$ cat config.mk
export PLATFORM = sky130hd
export DESIGN_NAME = rail_irq_mask_load_meter_regs
export DESIGN_NICKNAME = d
export VERILOG_FILES = /design/src/hw/load_meter_pkg.sv /design/src/hw/result_hold.sv /design/src/hw/rail_irq_mask_load_meter_regs.sv
export SDC_FILE = /design/constraint.sdc
export NUM_CORES = 1
export LEC_CHECK = 0
export ABC_AREA = 1
export BUFFER_PORTS_ARGS = -buffer_cell sky130_fd_sc_hd__clkbuf_2
export CAP_MARGIN = 30
export CORE_ASPECT_RATIO = 0.75
export CORE_MARGIN = 1
export CORE_UTILIZATION = 53
export DETAILED_ROUTE_END_ITERATION = 8
export PLACE_DENSITY = 0.89
export SYNTH_ARGS = -nofsm -noshare
export SYNTH_HDL_FRONTEND = slang
export SYNTH_SLANG_ARGS = --single-unit
$ cat constraint.sdc
create_clock -name mclk -period 2.7 [get_ports mclk]
set_clock_uncertainty 0.05 [all_clocks]
set_input_delay 0.405 -clock mclk [delete_from_list [all_inputs] [get_ports mclk]]
set_output_delay 0.405 -clock mclk [all_outputs]
set_load 0.005 [all_outputs]
$ cat src/hw/load_meter_pkg.sv
package load_meter_pkg;

	// Register offsets
	localparam logic [7:0] MASK23_ADDR       = 8'h20;
	localparam logic [7:0] CORE_SEL_ADDR     = 8'h21;
	localparam logic [7:0] RESULT_HIGH_ADDR  = 8'h22;
	localparam logic [7:0] RESULT_LOW_ADDR   = 8'h23;

	// Mask field positions
	localparam int CORE3_PG_BIT   = 6;
	localparam int CORE3_OC_BIT   = 4;
	localparam int CORE2_PG_BIT   = 2;
	localparam int CORE2_OC_BIT   = 0;

	// Reset values
	localparam logic [7:0] MASK23_RESET    = 8'h55;
	localparam logic [1:0] CORE_SEL_RESET  = 2'h0;
	localparam logic [9:0] RESULT_RESET    = 10'h000;
	localparam logic       READY_MASK_RESET = 1'b1;

	// Writable bits of the mask register (7 and 3 are R/W reserved)
	localparam logic [7:0] MASK23_WMASK    = 8'hdd;

	// Result scaling
	localparam int RESULT_WIDTH   = 10;
	localparam int LSB_MILLIAMP   = 20;
	localparam int MAX_MILLIAMP   = 20000;
	localparam logic [9:0] RESULT_MAX = 10'(MAX_MILLIAMP / LSB_MILLIAMP);

endpackage : load_meter_pkg

$ cat src/hw/result_hold.sv
`timescale 1ns/1ps
// Holds a complete measurement result, loaded in one cycle
module result_hold #(
	parameter int WIDTH = 10
) (
	// Clock and reset
	input  wire logic             mclk,
	input  wire logic             sys_rst,
	// Load side
	input  wire logic             load,
	input  wire logic [WIDTH-1:0] din,
	// Held value
	output logic      [WIDTH-1:0] dout
);

	logic [WIDTH-1:0] hold_r;

	// Both halves captured on the same edge
	always_ff @(posedge mclk)
	begin
		if (sys_rst)
			hold_r <= '0;
		else if (load)
			hold_r <= din;
	end

	assign dout = hold_r;

endmodule : result_hold

$ cat src/hw/rail_irq_mask_load_meter_regs.sv
`timescale 1ns/1ps
// Overview of operation
// Bit 6 blocks core 3 power-good, reset 1
// Bit 4 blocks core 3 overcurrent, reset 1
// Bit 2 blocks core 2 power-good, reset 1
// Bit 0 blocks core 2 overcurrent
// Masks never alter raw status bits
// Select field bits 1:0 picks core, reset 0
// Every select write starts a measurement
// High result: bits 9:8, upper reads zero
// Low result: bits 7:0, reset zero
// Result is 20 mA per LSB, 20 A max
// Completion raises ready event, own mask reset 1
// Both result halves update together, then hold
// Host reads results after ready indication
module rail_irq_mask_load_meter_regs #(
	parameter int RESULT_WIDTH = load_meter_pkg::RESULT_WIDTH
) (
	// Clock and reset
	input  wire logic                    mclk,
	input  wire logic                    sys_rst,
	// Register port from the serial interface
	input  wire logic [7:0]              reg_addr,
	input  wire logic                    reg_wr,
	input  wire logic                    reg_rd,
	input  wire logic [7:0]              reg_wdata,
	output logic      [7:0]              reg_rdata,
	// Ready mask bit, held in the top-level mask register outside
	input  wire logic                    ready_irq_block,
	// Raw conditions from the converter cores
	input  wire logic                    core3_powergood_raw,
	input  wire logic                    core3_overcurrent_raw,
	input  wire logic                    core2_powergood_raw,
	input  wire logic                    core2_overcurrent_raw,
	// Gated events toward the interrupt flag register
	output logic                         core3_powergood_event,
	output logic                         core3_overcurrent_event,
	output logic                         core2_powergood_event,
	output logic                         core2_overcurrent_event,
	output logic                         meter_ready_event,
	// Raw status passed through unmasked
	output logic                         core3_powergood_stat,
	output logic                         core3_overcurrent_stat,
	output logic                         core2_powergood_stat,
	output logic                         core2_overcurrent_stat,
	// Analog measurement engine
	output logic                         meas_start,
	output logic      [1:0]              meas_core,
	input  wire logic                    meas_done,
	input  wire logic [RESULT_WIDTH-1:0] meas_value
);

	logic [7:0]              mask23_r;
	logic [7:0]              mask23_nxt;
	logic [5:0]              sel_rsvd_r;
	logic [1:0]              core_sel_r;
	logic                    start_r;
	logic [7:0]              rdata_r;
	logic [7:0]              rdata_nxt;
	logic [RESULT_WIDTH-1:0] result;
	logic [RESULT_WIDTH-1:0] meas_clamped;
	logic                    wr_mask;
	logic                    wr_sel;

	// Address decode
	assign wr_mask = reg_wr && (reg_addr == load_meter_pkg::MASK23_ADDR);
	assign wr_sel  = reg_wr && (reg_addr == load_meter_pkg::CORE_SEL_ADDR);

	// Only writable bits take new data
	assign mask23_nxt = (reg_wdata & load_meter_pkg::MASK23_WMASK)
		| (mask23_r & ~load_meter_pkg::MASK23_WMASK);

	// Mask register, blocking bits set at reset
	always_ff @(posedge mclk)
	begin
		if (sys_rst)
			mask23_r <= load_meter_pkg::MASK23_RESET;
		else if (wr_mask)
			mask23_r <= mask23_nxt;
	end

	// Core select register and start pulse on every write
	always_ff @(posedge mclk)
	begin
		if (sys_rst)
		begin
			core_sel_r <= load_meter_pkg::CORE_SEL_RESET;
			sel_rsvd_r <= 6'h00;
			start_r    <= 1'b0;
		end
		else
		begin
			start_r <= wr_sel;
			if (wr_sel)
			begin
				core_sel_r <= reg_wdata[1:0];
				sel_rsvd_r <= reg_wdata[7:2];
			end
		end
	end

	assign meas_start = start_r;
	assign meas_core  = core_sel_r;

	// Saturate to the full-scale code
	assign meas_clamped = (meas_value > RESULT_WIDTH'(load_meter_pkg::RESULT_MAX)) ?
		RESULT_WIDTH'(load_meter_pkg::RESULT_MAX) : meas_value;

	// Result held as one word so both halves belong together
	result_hold #(
		.WIDTH (RESULT_WIDTH)
	) u_result_hold (
		.mclk    (mclk),
		.sys_rst (sys_rst),
		.load    (meas_done),
		.din     (meas_clamped),
		.dout    (result)
	);

	// Ready event registered on the same edge as capture, gated by its own mask
	logic ready_r;
	always_ff @(posedge mclk)
	begin
		if (sys_rst)
			ready_r <= 1'b0;
		else
			ready_r <= meas_done;
	end
	assign meter_ready_event = ready_r && !ready_irq_block;

	// Events gated, raw status untouched by masks
	assign core3_powergood_event   = core3_powergood_raw
		&& !mask23_r[load_meter_pkg::CORE3_PG_BIT];
	assign core3_overcurrent_event = core3_overcurrent_raw
		&& !mask23_r[load_meter_pkg::CORE3_OC_BIT];
	assign core2_powergood_event   = core2_powergood_raw
		&& !mask23_r[load_meter_pkg::CORE2_PG_BIT];
	assign core2_overcurrent_event = core2_overcurrent_raw
		&& !mask23_r[load_meter_pkg::CORE2_OC_BIT];
	assign core3_powergood_stat    = core3_powergood_raw;
	assign core3_overcurrent_stat  = core3_overcurrent_raw;
	assign core2_powergood_stat    = core2_powergood_raw;
	assign core2_overcurrent_stat  = core2_overcurrent_raw;

	// Read mux
	always_comb
	begin
		rdata_nxt = 8'h00;
		unique case (reg_addr)
			load_meter_pkg::MASK23_ADDR:      rdata_nxt = mask23_r;
			load_meter_pkg::CORE_SEL_ADDR:    rdata_nxt = {sel_rsvd_r, core_sel_r};
			load_meter_pkg::RESULT_HIGH_ADDR: rdata_nxt = {6'h00, result[9:8]};
			load_meter_pkg::RESULT_LOW_ADDR:  rdata_nxt = result[7:0];
			default:                          rdata_nxt = 8'h00;
		endcase
	end

	// Read data registered on the read strobe
	always_ff @(posedge mclk)
	begin
		if (sys_rst)
			rdata_r <= 8'h00;
		else if (reg_rd)
			rdata_r <= rdata_nxt;
	end

	assign reg_rdata = rdata_r;

	// Checks on reset values
	a_mask_reset_val: assert property (@(posedge mclk)
		$past(sys_rst) |-> mask23_r == load_meter_pkg::MASK23_RESET)
		else $error("mask register reset value wrong");

	a_sel_reset_val: assert property (@(posedge mclk)
		$past(sys_rst)
		|-> core_sel_r == load_meter_pkg::CORE_SEL_RESET)
		else $error("select reset value wrong");

	a_result_reset_val: assert property (@(posedge mclk)
		$past(sys_rst)
		|-> result == load_meter_pkg::RESULT_RESET)
		else $error("result reset value wrong");

	a_start_reset_low: assert property (@(posedge mclk)
		$past(sys_rst)
		|-> !meas_start)
		else $error("start pulse out of reset");

	a_ready_reset_low: assert property (@(posedge mclk)
		$past(sys_rst)
		|-> !meter_ready_event)
		else $error("ready event out of reset");

	a_evt_reset_blocked: assert property (@(posedge mclk)
		$past(sys_rst)
		|-> !core3_powergood_event && !core3_overcurrent_event
			&& !core2_powergood_event && !core2_overcurrent_event)
		else $error("event not blocked after reset");

	// Checks on mask gating
	a_core3_pg_gate: assert property (@(posedge mclk) disable iff (sys_rst)
		core3_powergood_event == (core3_powergood_raw && !mask23_r[6]))
		else $error("core 3 power-good gating wrong");

	a_core3_oc_gate: assert property (@(posedge mclk) disable iff (sys_rst)
		mask23_r[4] |-> !core3_overcurrent_event)
		else $error("core 3 overcurrent not blocked");

	a_core3_oc_pass: assert property (@(posedge mclk) disable iff (sys_rst)
		(core3_overcurrent_raw && !mask23_r[4])
		|-> core3_overcurrent_event)
		else $error("core 3 overcurrent not raised");

	a_core2_pg_gate: assert property (@(posedge mclk) disable iff (sys_rst)
		(core2_powergood_raw && !mask23_r[2]) |-> core2_powergood_event)
		else $error("core 2 power-good not raised");

	a_core2_pg_block: assert property (@(posedge mclk) disable iff (sys_rst)
		mask23_r[2]
		|-> !core2_powergood_event)
		else $error("core 2 power-good not blocked");

	a_core2_oc_gate: assert property (@(posedge mclk) disable iff (sys_rst)
		core2_overcurrent_event == (core2_overcurrent_raw && !mask23_r[0]))
		else $error("core 2 overcurrent gating wrong");

	a_raw_stat_pass: assert property (@(posedge mclk) disable iff (sys_rst)
		core3_overcurrent_stat == core3_overcurrent_raw
		&& core2_powergood_stat == core2_powergood_raw)
		else $error("raw status altered");

	a_raw_stat_rest: assert property (@(posedge mclk) disable iff (sys_rst)
		core3_powergood_stat == core3_powergood_raw
		&& core2_overcurrent_stat == core2_overcurrent_raw)
		else $error("raw status altered");

	// Checks on the mask register itself
	a_mask_write: assert property (@(posedge mclk) disable iff (sys_rst)
		wr_mask
		|=> mask23_r[6] == $past(reg_wdata[6]) && mask23_r[0] == $past(reg_wdata[0]))
		else $error("mask write not taken");

	a_mask_hold: assert property (@(posedge mclk) disable iff (sys_rst)
		!$past(wr_mask) && !$past(sys_rst)
		|-> $stable(mask23_r))
		else $error("mask changed without write");

	a_mask_rsvd_zero: assert property (@(posedge mclk) disable iff (sys_rst)
		mask23_r[5] == 1'b0
		&& mask23_r[1] == 1'b0)
		else $error("read-only mask bits not zero");

	// Checks on select and start
	a_sel_write_start: assert property (@(posedge mclk) disable iff (sys_rst)
		wr_sel |=> meas_start && meas_core == $past(reg_wdata[1:0]))
		else $error("select write did not start measurement");

	a_start_single: assert property (@(posedge mclk) disable iff (sys_rst)
		!$past(wr_sel)
		|-> !meas_start)
		else $error("start without select write");

	a_sel_hold: assert property (@(posedge mclk) disable iff (sys_rst)
		!$past(wr_sel) && !$past(sys_rst)
		|-> $stable(core_sel_r))
		else $error("select changed without write");

	// Checks on the held result
	a_result_hold_stable: assert property (@(posedge mclk) disable iff (sys_rst)
		!$past(meas_done) && !$past(sys_rst) |-> $stable(result))
		else $error("result changed without measurement");

	a_result_load: assert property (@(posedge mclk) disable iff (sys_rst)
		meas_done
		|=> result == $past(meas_clamped))
		else $error("result not loaded");

	a_result_max: assert property (@(posedge mclk) disable iff (sys_rst)
		result <= load_meter_pkg::RESULT_MAX)
		else $error("result above full scale");

	// Checks on the ready event
	a_ready_follows: assert property (@(posedge mclk) disable iff (sys_rst)
		meas_done && !ready_irq_block |=> meter_ready_event)
		else $error("ready event missing");

	a_ready_blocked: assert property (@(posedge mclk) disable iff (sys_rst)
		ready_irq_block
		|-> !meter_ready_event)
		else $error("ready event not blocked");

	a_ready_cause: assert property (@(posedge mclk) disable iff (sys_rst)
		meter_ready_event
		|-> $past(meas_done))
		else $error("ready event without measurement");

	// Checks on read data
	a_high_reserved: assert property (@(posedge mclk) disable iff (sys_rst)
		reg_rd && reg_addr == load_meter_pkg::RESULT_HIGH_ADDR
		|=> reg_rdata[7:2] == 6'h00)
		else $error("reserved result bits not zero");

	a_high_read: assert property (@(posedge mclk) disable iff (sys_rst)
		reg_rd && reg_addr == load_meter_pkg::RESULT_HIGH_ADDR
		|=> reg_rdata[1:0] == $past(result[9:8]))
		else $error("high result read wrong");

	a_low_read: assert property (@(posedge mclk) disable iff (sys_rst)
		reg_rd && reg_addr == load_meter_pkg::RESULT_LOW_ADDR
		|=> reg_rdata == $past(result[7:0]))
		else $error("low result read wrong");

	a_rdata_hold: assert property (@(posedge mclk) disable iff (sys_rst)
		!$past(reg_rd) && !$past(sys_rst)
		|-> $stable(reg_rdata))
		else $error("read data changed without read");

endmodule : rail_irq_mask_load_meter_regs

---- Word-level counts from Yosys, hierarchy flattened ----
Cells that the tools add are included.
Widths: inputs -> output; s select.
word-level totals
  register bits after elaboration ......... 36
  latch bits .............................. 0
  memory bits (writable) .................. 0
  ROM bits ................................ 0
  input port bits ......................... 36
  output and inout bits ................... 20
  word-level logic and storage cells ...... 27
  memories ................................ 0
cells by class
  $add $sub $neg .......................... 0
  multipliers ............................. 0
  div/mod/pow operators ................... 0
  order comparisons ....................... 1
  equality and inequality tests ........... 4
  shift-type cells ........................ 0
  mux-type cells .......................... 2
  bitwise operators ....................... 1
  reduce and logical (&&, ||, !) cells .... 12
operators by type and width
  operator              number
  $eq 8x6->1 const B    4
  $pmux 8 s4            1
  $gt 10x10->1 const B  1
  $mux 10               1
  $or 8x6->8            1
  $logic_and 1x1->1     7
  $logic_not 1->1       5

---- Depth between registers and ports, before layout ----
  word-level depth ........................ 2
  depth in mapped cells ................... 9
  depth with buffers taken out ............ 8

---- By module ----
From an unflattened synthesis, not the netlist that was laid out.
second synthesis, totals
  cells, all modules ...................... 251
  area, all modules ....................... 1742.9 sq um
by module, submodules not included
  module                         instances  cells each  area each (sq um)  sequential area each (sq um)
  rail_irq_mask_load_meter_regs  1          188         1323.8             480.5
  result_hold                    1          63          419.2              200.2

---- Worst setup path after synthesis ----
No wires, ideal clock.
  path kind ............................... input to register
  start point ............................. in reg_addr[4]
  end point ............................... reg sel_rsvd_r[0]
  arrival ................................. 1.135 ns
  data required time ...................... 2.534 ns
  setup slack ............................. 1.399 ns
  stages .................................. 8
  buffers on the path ..................... 2
  cell sequence ........................... inv_1 nand2_1 nor2_2 buf_6 nand3_4 buf_6 o21ai_1 a21oi_1
between the ends
  longest elaborated chain between the ends .. 2
RTL lines
  what                  RTL line                             text
  start, declared       rail_irq_mask_load_meter_regs.sv:23  input wire logic [7:0] reg_addr,
  $eq 8x6->1            rail_irq_mask_load_meter_regs.sv:67  assign wr_sel = reg_wr && (reg_addr == load_meter_pkg::CORE_SEL_ADDR);
  $logic_and 1x1->1     rail_irq_mask_load_meter_regs.sv:67
  end signal, assigned  rail_irq_mask_load_meter_regs.sv:97  sel_rsvd_r <= reg_wdata[7:2];
  end, declared         rail_irq_mask_load_meter_regs.sv:55  logic [5:0] sel_rsvd_r;
Every way passes these cells.
A chain may end at the register's enable or synchronous reset.

---- Worst setup path after layout ----
  start point ............................. in reg_addr[4]
  end point ............................... reg sel_rsvd_r[2]
The elaborated chain is that of the path after synthesis.

==> metrics.yaml <==
clocking:
  root_buffer: "clkbuf_8"
  post_cts.repair.setup_buffers: 0
  cts_buffers: 5
  clock_sinks: 34
  clk_latency_ns: 0.28
  cts_max_level: 2
  cts_resized: 0
  clock_path_buffers: 2
  cts_tree: "built"
  clkTransAtPathRegs_ns: 0.06
  hold_buffers: 0
floorplan:
  initial_core_util: 0.583
  core_mm2: 0.00272
  io_pins: 56
  rows: 16
  die_y_um: 49.4
  die_area_mm2: 0.00322
  die_x_um: 65.2
detailed_routing:
  ant_nets: 0
  dr.pass1.iters: 4
  vias: 1589
  drc: 0
  wire_per_inst_um: 12.2
  via_per_inst: 5.21
  drtIter0Drc: 108
  wl_um: 3730
yosys:
  synthCells: 219
  yosys.area.top_type: "dfxtp_1"
  synth_top_area_frac: 0.429
  syn_area_mm2: 0.00159
  ys_ff_latch: 34
  synth.area.top_cells: "dfxtp_1 (43%), nand2_1 (9.5%), nand3_1 (7.6%)"
  synth-seq-area-share: 0.429
  ys_types: 23
  avgSynthCellArea_um2: 7.25
  ys_warn_count: 0
  syn_nets: 255
worst_setup_path:
  worstSetupPathType: "in -> reg"
  start_kind: "input pin"
  critical_path.max_stage_delay_ns: 0.45
  end_kind: "flop"
  cp.buffers_inverters: 2
  critPathTopFamily: "simple AND/OR/NAND/NOR gates"
  worstPathMaxFanout: 17
  crit_chain: "clkbuf_2 -> inv_1 -> nand2_1 -> nor2_2 -> nand3_4 -> o21ai_1 -> a21oi_1"
  cp.required_ns: 2.82
  arrival_ns: 1.68
  slowest_stage: "nor2_2"
power_and_ir_drop:
  powerDensity_mw_per_mm2: 510
  power_leakage_nw: 0.910
  peakVddDrop_v: 0.000325
placed_design:
  port_buffers: 55
  pre_cts_ws_ns: 0.902
  place_hpwl_um: 2740
  place_congestion: 0.826
  placed_area_mm2: 0.00182
sta:
  setup-tns-final_ns: 0
  final.period_utilization: 0.577
  slew_headroom: 0.627
  tightest_slew_ns: 0.558
  fmax_mhz: 641
  finalHoldViolations: 0
  fin_ws_ns: 1.14
  grt_setup_unrepaired: "no"
  drv_slew: 0
  setup_violations: 0
  fin_crit_ns: 1.56
grt:
  first_global_vias: 1391
  grt-ovfl-total: 0
  grt_first_pass_wirelength_um: 5930
  antenna_found_initial: 0
  grt_use_total: 0.248
  grt_max_degree: 25
cells_and_area:
  layout.cells.most_common_list: "clkbuf_2 (55), nand2_1 (40), dfxtp_1 (34), nor2_1 (26), nand3_1 (24)"
  diodes: 0
  syn_to_final_growth_pct: 20.1
  utilization: 0.700
  final_nets: 306
  mostFrequentLayoutCell: "clkbuf_2"
  finalInstanceArea_mm2: 0.00191
  drive_gt1_frac: 0.294
run:
  drv_cap: 0
min_path:
  hold_class: "in -> reg"
outcome:
  status: "completed"
==> synth_stat cells, drive strengths merged <==
cell	n
buf	9
nand4	1
nand2	42
nor2	30
dfxtp	34
inv	26
nand3	25
a21oi	21
clkbuf	3
and2	1
o31ai	1
o21ai	26
==> state kept, by name (all words and copies together), names as in the netlist <==
register,count
mask23_r,6
sel_rsvd_r,6
reg_rdata,8
meas_core,2
ready_r,1
u_result_hold.dout,10
meas_start,1
==> through the flow <==
step / instances / power [mW] / hold WS (ns)
3_5_place_dp: 299 / 0.620 / 0.396
2_1_floorplan: 219 / 0.582 / 0.374
6_report: 305 / 0.972 / 0.296
5_1_grt: 305 / 1.01 / 0.307
4_1_cts: 305 / 0.973 / 0.295
3_3_place_gp: 299 / 0.618 / 0.385
==> metal layers <==
layer	wire, µm	track usage	vias to the layer above
met2	1690	0.411	79
met5	0	0	-
met4	88	0.116	0
met3	325	0.0701	9
met1	1620	0.294	698
li1	-	-	803
==> worst paths after layout <==
check | slack (ns) | end | start | cells after the start
min | 0.30 | mask23_r[0] | reg_wdata[0] | 3
max reg2reg | 1.80 | reg_rdata[0] | meas_core[0] | 4
min reg2reg | 0.40 | sel_rsvd_r[2] | sel_rsvd_r[2] | 2
max | 1.14 | sel_rsvd_r[2] | reg_addr[4] | 7
==> worst reg2reg max path: stages (launching register included) <==
cell and delay [ns]:
dfxtp_1 0.35, nand3_1 0.09, nand2_1 0.13, o21ai_1 0.07, a21oi_1 0.14
==> cells by family after synthesis <==
group | after synthesis | share of synthesized area
compound gates | 48 | 0.160
buf+inv | 38 | 0.121
flops | 34 | 0.429
simple gates | 99 | 0.291
==> where the power goes <==
group	leakage [nW]	internal [mW]	switching [mW]
Clock	0.0431	0.196	0.164
Combinational	0.590	0.0364	0.0548
Sequential	0.277	0.514	0.00705
==> cell type report <==
type,count,area [µm²]
fill,239,816
multi-input combinational,147,716
sequential,34,681
timing repair buffer,56,283
inverter,26,100
clock buffer,6,82.6
tap,36,45.0
No activity file was read; power rests on OpenSTA's default activity.
